===== src/spc_pkg.sv =====
// Purpose: shared constants and types of the serial port control block
// Assumes: 8-bit register port, 16x oversampling for the asynchronous modes
// Notes: offsets, bit positions, reset values and divider counts live here only
package spc_pkg;
	// Register offsets
	localparam logic [7:0] SPC_SERIAL_CTRL_REG_ADDR = 8'h98;
	localparam logic [7:0] SPC_SERIAL_DATA_BUFFER_ADDR = 8'h99;
	localparam logic [7:0] SPC_PCTRL_ADDR = 8'h9A;
	localparam logic [7:0] SPC_BAUD_ADDR = 8'h9B;
	localparam logic [7:0] SPC_STAT_ADDR = 8'h9C;
	localparam logic [7:0] SPC_MASK_ADDR = 8'h9D;
	// Serial control register bit positions
	localparam int unsigned SPC_B_MODE_LO = 7;
	localparam int unsigned SPC_B_MODE_HI = 6;
	localparam int unsigned SPC_B_MP = 5;
	localparam int unsigned SPC_B_REN = 4;
	localparam int unsigned SPC_B_TB8 = 3;
	localparam int unsigned SPC_B_RB8 = 2;
	localparam int unsigned SPC_B_TI = 1;
	localparam int unsigned SPC_B_RI = 0;
	// Power control register bit positions
	localparam int unsigned SPC_B_DBL = 7;
	localparam int unsigned SPC_B_FESEL = 6;
	// Interrupt status and mask layout
	localparam int unsigned SPC_IRQ_W = 3;
	localparam int unsigned SPC_I_TX = 0;
	localparam int unsigned SPC_I_RX = 1;
	localparam int unsigned SPC_I_FE = 2;
	// Reset values
	localparam logic [7:0] SPC_BAUD_RST = 8'h00;
	localparam logic [SPC_IRQ_W-1:0] SPC_IRQ_RST = 3'h0;
	// Frame timing in oversample ticks and bit indices
	localparam logic [3:0] SPC_OVS_LAST = 4'hF;
	localparam logic [3:0] SPC_OVS_MID = 4'h7;
	localparam logic [3:0] SPC_M0_LAST_BIT = 4'h7;
	localparam logic [3:0] SPC_M1_LAST = 4'h9;
	localparam logic [3:0] SPC_M23_LAST = 4'hA;
	localparam logic [3:0] SPC_M1_DBITS = 4'h8;
	localparam logic [3:0] SPC_M23_DBITS = 4'h9;
	// Mode 0 half bit in clocks: divide by 12 or by 4
	localparam logic [3:0] SPC_M0_HALF_SLOW = 4'h6;
	localparam logic [3:0] SPC_M0_HALF_FAST = 4'h2;
	// Mode 2 clocks per oversample tick: bit at clock/64 or clock/32
	localparam logic [7:0] SPC_M2_TICK_NORM = 8'h04;
	localparam logic [7:0] SPC_M2_TICK_DBL = 8'h02;
	typedef enum logic [1:0] {
		SPC_MODE0 = 2'h0,
		SPC_MODE1 = 2'h1,
		SPC_MODE2 = 2'h2,
		SPC_MODE3 = 2'h3
	} spc_mode_t;
	typedef enum logic [2:0] {
		SPC_TX_IDLE = 3'h1,
		SPC_TX_SYNC = 3'h2,
		SPC_TX_ASYNC = 3'h4
	} spc_tx_t;
	typedef enum logic [3:0] {
		SPC_RX_IDLE = 4'h1,
		SPC_RX_SYNC = 4'h2,
		SPC_RX_START = 4'h4,
		SPC_RX_DATA = 4'h8
	} spc_rx_t;
endpackage


===== src/spc_rate_if.sv =====
// Purpose: carries rate settings to the divider and its tick pulses back
// Assumes: single clock domain
// Notes: ticks are one-cycle enables, never clocks
interface spc_rate_if;
	import spc_pkg::*;
	spc_mode_t mode;
	logic mp_sel;
	logic rate_dbl;
	logic [7:0] baud_div;
	logic run0;
	logic tick16;
	logic half0;
	modport src (input mode, input mp_sel, input rate_dbl, input baud_div, input run0,
		output tick16, output half0);
	modport use_rate (output mode, output mp_sel, output rate_dbl, output baud_div,
		output run0, input tick16, input half0);
endinterface


===== src/spc_serial_port_control.sv =====
// Purpose: serial port control, status, data buffers and shift engines
// Assumes: register port with read data one cycle after the read strobe
// Notes: mode 0 drives the shift clock on txd and data on the two-way rxd pin
// Summary of operation
// - Control bit 7 is mode bit 0 or the framing error flag, chosen by a power control bit.
// - The framing error flag is set by a bad stop bit and cleared only by software.
// - In modes 2 and 3 with filtering on, a frame whose ninth bit is 0 raises no receive flag.
// - In mode 1 with filtering on, a frame without a valid stop bit raises no receive flag.
// - In mode 0 the filter bit picks the shift rate, clock over 12 or clock over 4.
// - Reception runs only while the receive enable bit is 1.
// - In modes 2 and 3 the software ninth transmit bit is sent as the ninth data bit.
// - In modes 2 and 3 the received ninth bit is stored in the ninth receive field when the receive flag is set.
// - In mode 1 with filtering off the ninth receive field takes the stop bit; mode 0 leaves it.
// - The transmit flag is set after the eighth bit in mode 0 or at stop bit start otherwise.
// - The receive flag is set after the eighth bit in mode 0 or at mid stop bit otherwise.
// - Hardware never clears the receive flag; software does.
// - Control bit 6 is mode bit 1 and with mode bit 0 selects one of four modes.
// - Mode 0 is 8-bit synchronous, mode 1 10-bit, modes 2 and 3 11-bit asynchronous.
// - The data buffer is two registers: reads give received data, writes load transmit data.
module spc_serial_port_control import spc_pkg::*; (
	input wire logic clk_in,
	input wire logic rst_b_in,
	input wire logic [7:0] addr_in,
	input wire logic [7:0] wdata_in,
	input wire logic wr_in,
	input wire logic rd_in,
	output logic [7:0] rdata_out,
	input wire logic rxd_in,
	output logic rxd_out,
	output logic rxd_oe_out,
	output logic txd_out,
	output logic irq_out
);
	spc_rate_if rif();
	spc_mode_t mode;
	logic sm0_q, sm1_q, mp_q, ren_q, tb8_q, rb8_q, ti_q, ri_q, fe_q, fesel_q, dbl_q;
	logic sm0_d, sm1_d, mp_d, ren_d, tb8_d, rb8_d, ti_d, ri_d, fe_d, fesel_d, dbl_d;
	logic [7:0] baud_q, baud_d, rbuf_q, rbuf_d, rdata_q, rdata_d;
	logic [SPC_IRQ_W-1:0] stat_q, stat_d, mask_q, mask_d;
	logic irq_q, irq_d;
	spc_tx_t tx_state_q, tx_state_d;
	logic [10:0] tx_sh_q, tx_sh_d;
	logic [3:0] tx_cnt_q, tx_cnt_d, tx_ph_q, tx_ph_d, tx_last;
	logic tx_line_q, tx_line_d, rxd_o_q, rxd_o_d, rxd_oe_q, rxd_oe_d, tx_set_ti;
	spc_rx_t rx_state_q, rx_state_d;
	logic [8:0] rx_sh_q, rx_sh_d;
	logic [3:0] rx_cnt_q, rx_cnt_d, rx_ph_q, rx_ph_d, rx_nbits;
	logic rx_prev_q, rx_set_ri, rx_rb8_we, rx_rb8_val, rx_fe_set, rx_ninth;
	logic [7:0] rx_data;
	logic sclk_q, sclk_d, sclk_rise, txd_q, txd_d;
	logic sc_wr, tx_go, mode_async;

	assign mode = spc_mode_t'({sm0_q, sm1_q});
	assign mode_async = (mode != SPC_MODE0);
	assign sc_wr = wr_in && (addr_in == SPC_SERIAL_CTRL_REG_ADDR);
	assign tx_go = wr_in && (addr_in == SPC_SERIAL_DATA_BUFFER_ADDR);
	assign rif.mode = mode;
	assign rif.mp_sel = mp_q;
	assign rif.rate_dbl = dbl_q;
	assign rif.baud_div = baud_q;
	assign rif.run0 = (tx_state_q == SPC_TX_SYNC) || (rx_state_q == SPC_RX_SYNC);
	assign sclk_rise = rif.half0 && !sclk_q;

	spc_baud u_baud (
		.clk_in(clk_in),
		.rst_b_in(rst_b_in),
		.rif(rif)
	);

	// Transmit engine; frame is start, data LSB first, optional ninth bit, stop
	always_comb begin
		tx_state_d = tx_state_q;
		tx_sh_d = tx_sh_q;
		tx_cnt_d = tx_cnt_q;
		tx_ph_d = tx_ph_q;
		tx_line_d = tx_line_q;
		rxd_o_d = rxd_o_q;
		rxd_oe_d = rxd_oe_q;
		tx_set_ti = 1'h0;
		tx_last = (mode == SPC_MODE1) ? SPC_M1_LAST : SPC_M23_LAST;
		case (tx_state_q)
			SPC_TX_IDLE: begin
				tx_line_d = 1'h1;
				rxd_oe_d = 1'h0;
				if (tx_go && !mode_async) begin
					// Mode 0 receive owns the pins; a write during it is dropped
					if (rx_state_q != SPC_RX_SYNC) begin
						tx_state_d = SPC_TX_SYNC;
						tx_sh_d = {3'h7, wdata_in};
						tx_cnt_d = 4'h0;
						rxd_oe_d = 1'h1;
						rxd_o_d = wdata_in[0];
					end
				end else if (tx_go) begin
					tx_state_d = SPC_TX_ASYNC;
					tx_sh_d = {1'h1, (mode == SPC_MODE1) ? 1'h1 : tb8_q, wdata_in, 1'h0};
					tx_cnt_d = 4'h0;
					tx_ph_d = 4'h0;
					tx_line_d = 1'h0;
				end
			end
			SPC_TX_SYNC: begin
				if (sclk_rise) begin
					if (tx_cnt_q == SPC_M0_LAST_BIT) begin
						tx_set_ti = 1'h1;
						tx_state_d = SPC_TX_IDLE;
						rxd_oe_d = 1'h0;
					end else begin
						tx_sh_d = {1'h1, tx_sh_q[10:1]};
						tx_cnt_d = tx_cnt_q + 4'h1;
						rxd_o_d = tx_sh_q[1];
					end
				end
			end
			SPC_TX_ASYNC: begin
				if (rif.tick16 && tx_ph_q == SPC_OVS_LAST) begin
					tx_ph_d = 4'h0;
					if (tx_cnt_q == tx_last) begin
						tx_state_d = SPC_TX_IDLE;
						tx_line_d = 1'h1;
					end else begin
						tx_cnt_d = tx_cnt_q + 4'h1;
						tx_sh_d = {1'h1, tx_sh_q[10:1]};
						tx_line_d = tx_sh_q[1];
						tx_set_ti = (tx_cnt_q + 4'h1 == tx_last);
					end
				end else if (rif.tick16) begin
					tx_ph_d = tx_ph_q + 4'h1;
				end
			end
			default: tx_state_d = SPC_TX_IDLE;
		endcase
	end

	always_ff @(posedge clk_in) begin
		if (!rst_b_in) begin
			tx_state_q <= SPC_TX_IDLE;
			tx_sh_q <= 11'h7FF;
			tx_cnt_q <= 4'h0;
			tx_ph_q <= 4'h0;
			tx_line_q <= 1'h1;
			rxd_o_q <= 1'h1;
			rxd_oe_q <= 1'h0;
		end else begin
			tx_state_q <= tx_state_d;
			tx_sh_q <= tx_sh_d;
			tx_cnt_q <= tx_cnt_d;
			tx_ph_q <= tx_ph_d;
			tx_line_q <= tx_line_d;
			rxd_o_q <= rxd_o_d;
			rxd_oe_q <= rxd_oe_d;
		end
	end

	// Receive engine; stop bit judged at its middle
	always_comb begin
		rx_state_d = rx_state_q;
		rx_sh_d = rx_sh_q;
		rx_cnt_d = rx_cnt_q;
		rx_ph_d = rx_ph_q;
		rx_set_ri = 1'h0;
		rx_rb8_we = 1'h0;
		rx_rb8_val = 1'h0;
		rx_fe_set = 1'h0;
		rx_nbits = (mode == SPC_MODE1) ? SPC_M1_DBITS : SPC_M23_DBITS;
		rx_ninth = rx_sh_q[8];
		rx_data = (mode == SPC_MODE1) ? rx_sh_q[8:1] : rx_sh_q[7:0];
		case (rx_state_q)
			SPC_RX_IDLE: begin
				// Mode 0 reception waits for the flag to be cleared first
				if (ren_q && !mode_async) begin
					if (!ri_q && tx_state_q == SPC_TX_IDLE && !tx_go) begin
						rx_state_d = SPC_RX_SYNC;
						rx_cnt_d = 4'h0;
					end
				end else if (ren_q && rx_prev_q && !rxd_in) begin
					rx_state_d = SPC_RX_START;
					rx_ph_d = 4'h0;
				end
			end
			SPC_RX_SYNC: begin
				rx_data = {rxd_in, rx_sh_q[8:2]};
				if (!ren_q) begin
					rx_state_d = SPC_RX_IDLE;
				end else if (sclk_rise) begin
					rx_sh_d = {rxd_in, rx_sh_q[8:1]};
					rx_cnt_d = rx_cnt_q + 4'h1;
					if (rx_cnt_q == SPC_M0_LAST_BIT) begin
						rx_set_ri = 1'h1;
						rx_state_d = SPC_RX_IDLE;
					end
				end
			end
			SPC_RX_START: begin
				if (!ren_q) begin
					rx_state_d = SPC_RX_IDLE;
				end else if (rif.tick16 && rx_ph_q == SPC_OVS_MID) begin
					// A start bit gone high by mid bit is a glitch
					rx_state_d = rxd_in ? SPC_RX_IDLE : SPC_RX_DATA;
					rx_ph_d = 4'h0;
					rx_cnt_d = 4'h0;
				end else if (rif.tick16) begin
					rx_ph_d = rx_ph_q + 4'h1;
				end
			end
			SPC_RX_DATA: begin
				if (!ren_q) begin
					rx_state_d = SPC_RX_IDLE;
				end else if (rif.tick16 && rx_ph_q == SPC_OVS_LAST) begin
					rx_ph_d = 4'h0;
					if (rx_cnt_q != rx_nbits) begin
						rx_sh_d = {rxd_in, rx_sh_q[8:1]};
						rx_cnt_d = rx_cnt_q + 4'h1;
					end else begin
						rx_state_d = SPC_RX_IDLE;
						rx_fe_set = !rxd_in;
						if (mode == SPC_MODE1) begin
							rx_set_ri = !mp_q || rxd_in;
							rx_rb8_we = !mp_q;
							rx_rb8_val = rxd_in;
						end else begin
							rx_set_ri = !mp_q || rx_ninth;
							rx_rb8_we = rx_set_ri;
							rx_rb8_val = rx_ninth;
						end
					end
				end else if (rif.tick16) begin
					rx_ph_d = rx_ph_q + 4'h1;
				end
			end
			default: rx_state_d = SPC_RX_IDLE;
		endcase
	end

	always_ff @(posedge clk_in) begin
		if (!rst_b_in) begin
			rx_state_q <= SPC_RX_IDLE;
			rx_sh_q <= 9'h000;
			rx_cnt_q <= 4'h0;
			rx_ph_q <= 4'h0;
			rx_prev_q <= 1'h1;
		end else begin
			rx_state_q <= rx_state_d;
			rx_sh_q <= rx_sh_d;
			rx_cnt_q <= rx_cnt_d;
			rx_ph_q <= rx_ph_d;
			rx_prev_q <= rxd_in;
		end
	end

	// Pins: shift clock idles high and replaces the line in mode 0
	always_comb begin
		sclk_d = rif.run0 ? (sclk_q ^ rif.half0) : 1'h1;
		txd_d = mode_async ? tx_line_d : sclk_d;
	end

	always_ff @(posedge clk_in) begin
		if (!rst_b_in) begin
			sclk_q <= 1'h1;
			txd_q <= 1'h1;
		end else begin
			sclk_q <= sclk_d;
			txd_q <= txd_d;
		end
	end

	// Registers and flags; a hardware set beats a same-cycle software clear
	always_comb begin
		{sm0_d, sm1_d, mp_d, ren_d, tb8_d, rb8_d, ti_d, ri_d} =
			{sm0_q, sm1_q, mp_q, ren_q, tb8_q, rb8_q, ti_q, ri_q};
		{fe_d, fesel_d, dbl_d, baud_d, mask_d, rbuf_d} =
			{fe_q, fesel_q, dbl_q, baud_q, mask_q, rbuf_q};
		stat_d = stat_q;
		if (sc_wr) begin
			if (fesel_q) begin
				fe_d = wdata_in[SPC_B_MODE_LO];
			end else begin
				sm0_d = wdata_in[SPC_B_MODE_LO];
			end
			sm1_d = wdata_in[SPC_B_MODE_HI];
			mp_d = wdata_in[SPC_B_MP];
			ren_d = wdata_in[SPC_B_REN];
			tb8_d = wdata_in[SPC_B_TB8];
			rb8_d = wdata_in[SPC_B_RB8];
			ti_d = wdata_in[SPC_B_TI];
			ri_d = wdata_in[SPC_B_RI];
		end else if (wr_in && addr_in == SPC_PCTRL_ADDR) begin
			fesel_d = wdata_in[SPC_B_FESEL];
			dbl_d = wdata_in[SPC_B_DBL];
		end else if (wr_in && addr_in == SPC_BAUD_ADDR) begin
			baud_d = wdata_in;
		end else if (wr_in && addr_in == SPC_MASK_ADDR) begin
			mask_d = wdata_in[SPC_IRQ_W-1:0];
		end else if (wr_in && addr_in == SPC_STAT_ADDR) begin
			stat_d = stat_q & ~wdata_in[SPC_IRQ_W-1:0];
		end
		if (tx_set_ti) begin
			ti_d = 1'h1;
			stat_d[SPC_I_TX] = 1'h1;
		end
		if (rx_set_ri) begin
			ri_d = 1'h1;
			rbuf_d = rx_data;
			stat_d[SPC_I_RX] = 1'h1;
		end
		if (rx_rb8_we) begin
			rb8_d = rx_rb8_val;
		end
		if (rx_fe_set && fesel_q) begin
			fe_d = 1'h1;
			stat_d[SPC_I_FE] = 1'h1;
		end
		irq_d = |(stat_d & mask_d);
	end

	// Read port; data stand for one cycle only, unmapped reads give zero
	always_comb begin
		rdata_d = 8'h00;
		if (rd_in && addr_in == SPC_SERIAL_CTRL_REG_ADDR) begin
			rdata_d = {fesel_q ? fe_q : sm0_q, sm1_q, mp_q, ren_q, tb8_q, rb8_q, ti_q, ri_q};
		end else if (rd_in && addr_in == SPC_SERIAL_DATA_BUFFER_ADDR) begin
			rdata_d = rbuf_q;
		end else if (rd_in && addr_in == SPC_PCTRL_ADDR) begin
			rdata_d = {dbl_q, fesel_q, 6'h00};
		end else if (rd_in && addr_in == SPC_BAUD_ADDR) begin
			rdata_d = baud_q;
		end else if (rd_in && addr_in == SPC_STAT_ADDR) begin
			rdata_d = {5'h00, stat_q};
		end else if (rd_in && addr_in == SPC_MASK_ADDR) begin
			rdata_d = {5'h00, mask_q};
		end
	end

	always_ff @(posedge clk_in) begin
		if (!rst_b_in) begin
			{sm0_q, sm1_q, mp_q, ren_q, tb8_q, rb8_q, ti_q, ri_q} <= 8'h00;
			{fe_q, fesel_q, dbl_q} <= 3'h0;
			baud_q <= SPC_BAUD_RST;
			rbuf_q <= 8'h00;
			stat_q <= SPC_IRQ_RST;
			mask_q <= SPC_IRQ_RST;
			irq_q <= 1'h0;
			rdata_q <= 8'h00;
		end else begin
			{sm0_q, sm1_q, mp_q, ren_q, tb8_q, rb8_q, ti_q, ri_q} <=
				{sm0_d, sm1_d, mp_d, ren_d, tb8_d, rb8_d, ti_d, ri_d};
			{fe_q, fesel_q, dbl_q} <= {fe_d, fesel_d, dbl_d};
			baud_q <= baud_d;
			rbuf_q <= rbuf_d;
			stat_q <= stat_d;
			mask_q <= mask_d;
			irq_q <= irq_d;
			rdata_q <= rdata_d;
		end
	end

	assign rdata_out = rdata_q;
	assign rxd_out = rxd_o_q;
	assign rxd_oe_out = rxd_oe_q;
	assign txd_out = txd_q;
	assign irq_out = irq_q;
endmodule


===== src/spc_baud.sv =====
// Purpose: rate dividers for the serial port
// Assumes: clk_in is the oscillator clock
// Notes: tick16 is the 16x oversample enable, half0 the mode 0 half-bit enable
module spc_baud import spc_pkg::*; (
	input wire logic clk_in,
	input wire logic rst_b_in,
	spc_rate_if.src rif
);
	logic [7:0] ovs_q;
	logic [7:0] ovs_d;
	logic [7:0] ovs_reload;
	logic [3:0] m0_q;
	logic [3:0] m0_d;
	logic [3:0] m0_half;

	// Fixed rate in mode 2, software divisor otherwise
	always_comb begin
		if (rif.mode == SPC_MODE2) begin
			ovs_reload = (rif.rate_dbl ? SPC_M2_TICK_DBL : SPC_M2_TICK_NORM) - 8'h01;
		end else begin
			ovs_reload = rif.baud_div;
		end
		ovs_d = (ovs_q == 8'h00) ? ovs_reload : ovs_q - 8'h01;
		m0_half = rif.mp_sel ? SPC_M0_HALF_FAST : SPC_M0_HALF_SLOW;
		// Phase restarts while idle so the first edge is a full half bit away
		if (!rif.run0 || m0_q == 4'h0) begin
			m0_d = m0_half - 4'h1;
		end else begin
			m0_d = m0_q - 4'h1;
		end
	end

	always_ff @(posedge clk_in) begin
		if (!rst_b_in) begin
			ovs_q <= 8'h00;
			m0_q <= SPC_M0_HALF_SLOW - 4'h1;
		end else begin
			ovs_q <= ovs_d;
			m0_q <= m0_d;
		end
	end

	assign rif.tick16 = (ovs_q == 8'h00);
	assign rif.half0 = rif.run0 && (m0_q == 4'h0);
endmodule


===== config.mk =====
export PLATFORM = sky130hd
export DESIGN_NAME = spc_serial_port_control
export DESIGN_NICKNAME = d
export VERILOG_FILES = /design/src/spc_pkg.sv /design/src/spc_rate_if.sv /design/src/spc_serial_port_control.sv /design/src/spc_baud.sv
export SDC_FILE = /design/constraint.sdc
export NUM_CORES = 1
export LEC_CHECK = 0
export BUFFER_PORTS_ARGS = -buffer_cell sky130_fd_sc_hd__buf_4
export CAP_MARGIN = 20
export CORE_ASPECT_RATIO = 0.8
export CORE_MARGIN = 1
export CORE_UTILIZATION = 65
export CTS_BUF_LIST = sky130_fd_sc_hd__clkbuf_4 sky130_fd_sc_hd__clkbuf_8 sky130_fd_sc_hd__clkbuf_16
export DETAILED_ROUTE_END_ITERATION = 10
export GPL_ROUTABILITY_DRIVEN = 0
export GPL_TIMING_DRIVEN = 0
export PLACE_DENSITY = 0.84
export REMOVE_ABC_BUFFERS = 1
export SLEW_MARGIN = 10
export SYNTH_ARGS = -nofsm -noshare
export SYNTH_HDL_FRONTEND = slang
export SYNTH_HIERARCHICAL = 1
export SYNTH_SLANG_ARGS = --single-unit
export TNS_END_PERCENT = 100

===== constraint.sdc =====
create_clock -name clk_in -period 7.4 [get_ports clk_in]
set_input_delay 0.74 -clock clk_in [delete_from_list [all_inputs] [get_ports clk_in]]
set_output_delay 0.74 -clock clk_in [all_outputs]
set_load 0.02 [all_outputs]

==> results of run 1 <==
[routing by layer]
layer	track usage	share of wire
met1	0.385	0.44
met2	0.516	0.47
met3	0.0623	0.063
met4	0.143	0.026
met5	0	0
[area by class of cell]
class                   count  area (µm²)
inverters                   9        38.8
multi-input cells         475        3030
clock buffers              10         138
repair buffers             36         278
fillers                   583        1920
well taps                 105         131
clock inverters             6        47.5
flip-flops and latches    101        2020
[worst paths after layout]
kind	cells after the start	slack, ns	to
worst max-delay path	11	3.63	irq_out
worst min-delay path	2	0.48	tx_sh_q[7]
worst max register to register	11	3.63	irq_out
worst min register to register	2	0.48	tx_sh_q[7]
[placed cells by master (no fill, tap or decap), drive strengths merged, types with 5 or more instances in the layout]
| cell | count |
|---|---|
| a21boi | 6 |
| a21o | 5 |
| a21oi | 29 |
| a22o | 10 |
| a22oi | 5 |
| a31oi | 5 |
| buf | 35 |
| clkbuf | 11 |
| dfxtp | 101 |
| ha | 8 |
| inv | 9 |
| mux2 | 9 |
| mux2i | 49 |
| nand2 | 68 |
| nand2b | 13 |
| nand3 | 42 |
| nand3b | 5 |
| nor2 | 77 |
| nor2b | 6 |
| nor3 | 14 |
| nor3b | 5 |
| nor4 | 5 |
| o21ai | 37 |
| xnor2 | 5 |
| xor2 | 7 |
[cells in the mapped netlist (6+ instances only)]
library cell,instances
inv_1,8
nor3_1,13
ha_1,8
nor2_1,76
mux2_2,9
mux2i_1,49
clkbuf_1,23
nand3_1,41
dfxtp_1,101
a22o_1,10
a21oi_1,29
o21ai_0,37
nand2b_1,13
buf_2,10
nor2b_1,6
xor2_1,7
nand2_1,68
[state kept, by name, indices dropped and copies added, names as in the netlist, 3 cells and up]
register and cells:
tx_state_q 3, stat_q 3, u_baud/m0_q 4, u_baud/ovs_q 8, rx_cnt_q 4, rx_sh_q 9
rbuf_q 8, rx_state_q 4, rdata_out 8, tx_sh_q 9, rx_ph_q 4, mask_q 3
baud_q 8, tx_ph_q 4, tx_cnt_q 4
[tightest hold or removal path, delay by kind of cell (launching register included)]
kind            cells  cell delay (ns)
compound gates      2             0.11
flops               1             0.33
[power by group through the flow]
stage	Combinational, µW	Clock [µW]	Sequential [µW]
2_1_floorplan	200	0	621
3_3_place_gp	249	0	628
3_5_place_dp	262	0	631
4_1_cts	262	337	619
5_1_grt	290	354	625
6_report	265	332	620
[cells by family after synthesis]
family | Yosys count | synth area share
adders and majority gates | 8 | 0.0191
xor gates and xnor gates | 12 | 0.0201
and+or+nand+nor | 269 | 0.263
DFF | 101 | 0.386
buffers and inverters | 44 | 0.0378
muxes | 58 | 0.113
AOI/OAI and AO/OA | 128 | 0.161
[metrics by stage]
stage          total power [µW]  hold WS (ns)  utilization  cells
3_3_place_gp                877         0.445        0.717    722
3_5_place_dp                893         0.452        0.723    725
4_1_cts                    1220         0.475        0.747    741
6_report                   1220         0.478        0.748    742
5_1_grt                    1270         0.502        0.748    742
2_1_floorplan               821         0.431            -    585
==> run metrics, run 1 <==
NetSw 397 µW; synth warn 6; diode count 0; Pint 820 µW; Worst R2R Start rx_state_q[1]; post-synth top area cell dfxtp_1; die area 0.00842 mm²; Site Rows 28; #FFs+latches synth 101; crit-path cells nor4b_2, or2_2, nand2b_1, nor4_1, ha_1, and4b_1, nor2_1, a311o_1, nor2_4, a21oi_1, o311ai_1; Flop pwr share 0.510; Post-CTS Resized 0; Slew headroom 0.325; DR iter-0 viols 339; CTS clk-pin slew, worst paths 0.09 ns; Top FF cell, synth dfxtp_1; mapped cell area 0.00524 mm²; number of max-cap violations 0; Core Area 0.00760 mm²; CTS max path bufs 2; # hold bufs at CTS 0; Buffers on Ports 32; setup bufs post-CTS 0; post-synthesis cell count 620; first-pass GRT wire length 19700 µm; status completed; Pwr per Cell Area 214 mW/mm²; Seq/Total Area, Yosys 0.386; io pins 33; post-DP HPWL 8640 µm; Crit path max-delay family simple AND/OR/NAND/NOR gates; RSZ-0062 raised after global routing false; fin crit share 0.509; Clock Latency Late Sink 0.39 ns; Via Count 4604; Tightest Pin Transition 1.01 ns; leakage 0.00211 µW; initial core utilization 0.689; switching share of power 0.326; Peak VDD IR 0.169 mV; Via density 6.20; clk sinks 101; H-tree Lvls 3; Netlist cell types 71; critical path type register to register; final setup vio count 0; TNS Setup 0 ns; grt total ovfl 0; P&R area growth vs syn 8.56%; Worst Min Path Start tx_sh_q[7]; Comb pwr share 0.218; Period minus WS final 3.77 ns; Tot GR Track Use 0.308; worst slack, placed 3.69 ns; chip width 102 µm; Buf/Inv on CP 0; Worst setup EP type register; initial antenna violation count 0; clock share of power 0.272; DRC 0; Critical Path RT 7.69 ns; fraction of layout cells with a size suffix above 1 0.126; HP Class register to register; DR WL/cell 16.6 µm; number of synthesized flops with an enable pin 0; Slowest cell on crit path nor4b_2; Async SR Flop Fraction 0; Fin Clk Skew 0.0119 ns; Die H 82.3 µm; top cell type's share of synthesized area 0.386; CP max stage delay 0.75 ns; pin count of the biggest net entering global routing 52; Max Clock Freq 265 MHz; vias in the first global route 4157; Synth Area per Inst 8.44 µm²; Critical Path AT 4.05 ns; final net count 661; Final Hold Fails 0; Synth area leaders dfxtp_1 39%, mux2i_1 9.4%, nor2_1 5.4%; Design Area, Final 0.00568 mm²; router iterations before antenna repair 5; Max FO, Critical Path 10; CTS tree done; Cell Area, Placed 0.00549 mm²; fin. max-slew vios 0; Routed Antenna Nets 0; Critical Path Start rx_state_q[1]; routed wire length 12300 µm; Clk Tree Root Cell clkbuf_8; post-route worst setup slack 3.63 ns; startpoint types register; TritonCTS buffer count 9
Power figures use the tool's default switching activity.
==> run 2: changes to the inputs <==
Settings changed: CORE_UTILIZATION 65 to 61, PLACE_DENSITY 0.84 to 0.79.
Clock period 7.4 ns to 3.7 ns, I/O delays scaled along.
==> run 2 against run 1 <==
- worst setup slack worse by 3.3 ns
- power up 99%
- sequential cell count unchanged
==> run metrics, run 2 (same netlist as run 1, synthesis figures left out) <==
DR WL/cell 16.3 µm; final net count 662; Max FO, Critical Path 10; worst slack, placed 0.0290 ns; CTS clk-pin slew, worst paths 0.09 ns; RSZ-0062 raised after global routing false; Via Count 4550; DRC 0; die area 0.00896 mm²; startpoint types register; leading cell type in the layout, fill and taps excluded dfxtp_1; Crit path max-delay family simple AND/OR/NAND/NOR gates; Worst setup EP type register; Flop pwr share 0.512; Routed Antenna Nets 0; CTS tree done; router iterations before antenna repair 6; Max Clock Freq 299 MHz; Clk Tree Root Cell clkbuf_8; Critical Path RT 3.99 ns; P&R area growth vs syn 8.75%; # hold bufs at CTS 0; Layout Cells excl Fill 745; Peak VDD IR 0.362 mV; Slowest cell on crit path dfxtp_1; Fillers 690; clock share of power 0.263; fraction of layout cells with a size suffix above 1 0.127; vias in the first global route 4120; Tot GR Track Use 0.283; cell mode on critical path nand2b_1; fin. max-slew vios 0; biggest regs rx_sh_q (9), tx_sh_q (9); diode count 0; H-tree Lvls 3; status completed; CTS max path bufs 2; post-route worst setup slack 0.360 ns; final setup vio count 0; NetSw 770 µW; initial antenna violation count 0; switching share of power 0.318; Final Hold Fails 0; post-DP HPWL 8650 µm; Via density 6.11; leakage 0.00213 µW; routed wire length 12200 µm; Tightest Pin Transition 1.09 ns; first-pass GRT wire length 19900 µm; worst r2r path cells 12; CP max stage delay 0.49 ns; fin crit share 0.903; TritonCTS buffer count 9; clk sinks 101; Pwr per Cell Area 426 mW/mm²; Clock Latency Late Sink 0.38 ns; most frequent cells in the layout 101 x dfxtp_1, 75 x nor2_1, 68 x nand2_1, 49 x mux2i_1, 41 x nand3_1; Pint 1650 µW; Comb pwr share 0.224; Placed Cells 728; Fin Clk Skew 0.00931 ns; Site Rows 29; HP Class primary input to register; chip width 106 µm; Die H 84.9 µm; number of max-cap violations 0; pin count of the biggest net entering global routing 42; Buf/Inv on CP 0; cell depth of the worst setup path 12; Buffers on Ports 32; grt total ovfl 0; Core Area 0.00813 mm²; Period minus WS final 3.34 ns; initial core utilization 0.644; io pins 33; Critical Path AT 3.63 ns; DR iter-0 viols 315; crit-path cells nand2b_1, nor2_2, or2_2, nand2b_1, nor4_1, ha_1, and4b_1, nor2_1, a311o_1, nor2_4, a21oi_1, o311ai_1; critical path type register to register; Hold Path Depth 2; Slew headroom 0.272
run 2: cell types whose count changed in the layout (fill, tap and decap cells not counted), sizes merged:
cell / before / now
clkinv: 2 / 3
clkinvlp: 4 / 0
buf: 35 / 36
inv: 9 / 8
clkbuf: 11 / 14
run 2: worst paths after layout:
kind,endpoint,start,slack (ns)
max reg2reg,irq_out,tx_state_q[1],0.36
min reg2reg,tx_sh_q[9],tx_sh_q[9],0.47
min,rx_prev_q,rxd_in,0.24
max,irq_out,tx_state_q[1],0.36
run 2: layout make-up:
cell class | count | area (µm²) | area share
Multi-Input combinational cell | 475 | 3040 | 0.534
Sequential cell | 101 | 2020 | 0.355
Timing Repair Buffer | 37 | 288 | 0.0505
Clock buffer | 13 | 160 | 0.0281
Tap cell | 108 | 135 | 0.0237
Inverter | 9 | 38.8 | 0.00681
Clock inverter | 2 | 10.0 | 0.00176
run 2: power groups by stage:
stage                     clock [µW]  combinational, µW  sequential, µW
after floorplan                    0                399            1240
after global placement             0                502            1260
after detailed placement           0                528            1260
after CTS                        646                533            1240
after global routing             695                604            1250
final                            638                543            1240
run 2: routing by layer:
| layer | up-vias | track usage | part of all wire |
|---|---|---|---|
| met5 | - | 0 | 0 |
| met4 | 0 | 0.0922 | 0.022 |
| met3 | 22 | 0.0668 | 0.051 |
| met2 | 126 | 0.452 | 0.45 |
| met1 | 2160 | 0.380 | 0.47 |
| li1 | 2242 | - | - |
run 2: timing repair:
item,4_1_cts,5_1_grt
endpoints found under the setup margin,1,6
cloned,0,0
pin swaps,0,1
gates resized for setup,1,1
setup buffers,0,1
run 2: metrics by stage:
step	power (µW)	area [µm²]	util	TNS, ns	hold WS [ns]
floorplan	1640	5080	-	-24.84	0.431
finish	2420	5690	0.700	0	0.235
global placement	1760	5450	0.671	-77.58	0.445
detailed placement	1790	5500	0.677	0	0.452
global route	2550	5690	0.700	0	0.243
CTS	2420	5680	0.699	0	0.223
==> run 3: changes to the inputs <==
Settings changed: CELL_PAD_IN_SITES_DETAIL_PLACEMENT from default to 1, CELL_PAD_IN_SITES_GLOBAL_PLACEMENT from default to 1, CORE_UTILIZATION 61 to 46, PLACE_DENSITY 0.79 to 0.78.
==> run 3 against run 2 <==
- register-to-register slack lost 0.11 ns
- worst setup slack got worse by 0.11 ns
- via count increased by 0.35%
- clock skew fell by 0.0023 ns
- non-clock buffer count rose by 5
- power up 12%
- final cell count up 5.6%
- die area grew 32%
- design area is 3.8% higher
- sequential cell count stayed put
- maximum frequency is 3.2% lower
- critical path depth increased by 1
==> run metrics, run 3 (same netlist as run 1, synthesis figures left out) <==
initial antenna violation count 0; Fillers 1305; Comb pwr share 0.201; fin crit share 0.932; P&R area growth vs syn 12.9%; pin count of the biggest net entering global routing 39; worst r2r path cells 13; critical path type register to register; DR iter-0 viols 269; post-DP HPWL 10400 µm; register area 0.00202 mm²; grt total ovfl 0; router iterations before antenna repair 4; leakage 0.00220 µW; footprint of the multi-input gates 0.00306 mm²; diode count 0; initial core utilization 0.477; most frequent cells in the layout 101 x dfxtp_1, 75 x nor2_1, 68 x nand2_1, 49 x mux2i_1, 41 x nand3_1; HP Class primary input to register; Buffers on Ports 32; Fin Clk Skew 0.00700 ns; Max Clock Freq 290 MHz; number of max-cap violations 0; Clock Latency Late Sink 0.35 ns; Crit Reg-Reg Endpoint rbuf_q[7]; Tightest Pin Transition 0.998 ns; flop2flop setup slack 0.25 ns; final setup vio count 0; DR WL/cell 18.4 µm; fraction of layout cells with a size suffix above 1 0.138; vias in the first global route 4811; TritonCTS buffer count 9; Clk Tree Root Cell clkbuf_16; # hold bufs at CTS 0; Flop pwr share 0.461; Max FO, Critical Path 8; clk sinks 101; DRC 0; Worst R2R Start rx_state_q[1]; fin. max-slew vios 0; Critical Path AT 3.66 ns; first-pass GRT wire length 24600 µm; Tot GR Track Use 0.266; NetSw 858 µW; Pwr per Cell Area 459 mW/mm²; post-route worst setup slack 0.251 ns; leading cell type in the layout, fill and taps excluded dfxtp_1; final net count 667; worst slack, placed -0.154 ns; Final Hold Fails 0; hold worst-path end rx_prev_q; H-tree Lvls 3; Die H 97.4 µm; chip width 121 µm; Worst Min Path Start rxd_in; clock share of power 0.339; die area 0.0118 mm²; status completed; CTS max path bufs 2; biggest regs rx_sh_q (9), tx_sh_q (9); Core Area 0.0110 mm²; Critical Path RT 3.91 ns; switching share of power 0.316; Hold Path Depth 2; Via density 5.80; final hold slack 0.295 ns; Worst setup EP type register; Pint 1860 µW; startpoint types register; RSZ-0062 raised after global routing false; io pins 33; Slew headroom 0.331; Routed Antenna Nets 0; CTS clk-pin slew, worst paths 0.07 ns; Via Count 4566; routed wire length 14500 µm; Site Rows 34; Peak VDD IR 0.238 mV; CTS tree done; Period minus WS final 3.45 ns
==> run 3: cell types whose count changed in the layout (fill, tap and decap cells not counted), sizes merged <==
cell / before / now
inv: 8 / 10
clkbuf: 14 / 11
buf: 36 / 42
clkinv: 3 / 2
clkinvlp: 0 / 2
==> run 3: final cells by class <==
cell class / instances / area share
Clock buffer: 11 / 0.0407
Clock inverter: 5 / 0.00741
Inverter: 9 / 0.00656
Multi-Input combinational cell: 475 / 0.517
Sequential cell: 101 / 0.342
Tap cell: 144 / 0.0305
Timing Repair Buffer: 42 / 0.0553
==> run 3: how the worst max path moves through the flow <==
stage	start	endpoint	slack, ns	depth (start not counted)
global route	rx_state_q[1]	rbuf_q[0]	0.008	13
finish	rx_state_q[1]	rbuf_q[7]	0.25	13
global placement	rx_state_q[1]	rx_sh_q[1]	-2.88	10
floorplan	rx_state_q[1]	rx_sh_q[0]	-1.22	10
CTS	rx_state_q[1]	rx_sh_q[1]	0.03	12
detailed placement	rx_state_q[1]	irq_out	-0.15	12
==> run 3: repair_timing <==
item | in CTS | in global routing
gates cloned | 0 | 0
resized for setup | 1 | 3
setup buffers | 4 | 1
pin swaps | 1 | 0
setup endpoints to repair | 18 | 29
==> run 3: worst max-delay path, cell delays in order, from the launching register on <==
cell and delay [ns]:
dfxtp_1 0.51, nor4b_4 0.29, buf_2 0.20, or2_2 0.21, nand2b_1 0.11, nor4_1 0.25, ha_1 0.39, and4b_1 0.27
nor2_1 0.05, a311o_1 0.37, nor2_4 0.21, buf_4 0.16, mux2i_1 0.22, nor2_1 0.06
==> run 3: metrics by stage <==
stage               power, µW  instance area (µm²)  utilization  std cells  setup TNS, ns
global placement         1760                 5500        0.501        761         -94.50
global route             2870                 5910        0.538        787              0
finish                   2710                 5910        0.538        787              0
floorplan                1640                 5080            -        585         -24.84
CTS                      2730                 5870        0.535        785              0
detailed placement       1810                 5550        0.505        765         -0.909
==> run 3: layer usage <==
metal  wire length [µm]  global-route usage
met1               6690               0.348
met2               6850               0.429
met3                699              0.0540
met4                250              0.0978
met5                  0                   0
==> run 3: power groups by stage <==
stage,registers [µW],clock network (µW),logic (µW)
after floorplan,1240,0,399
after global placement,1260,0,504
after detailed placement,1270,0,538
after CTS,1250,945,543
after global routing,1260,987,619
final,1250,919,544
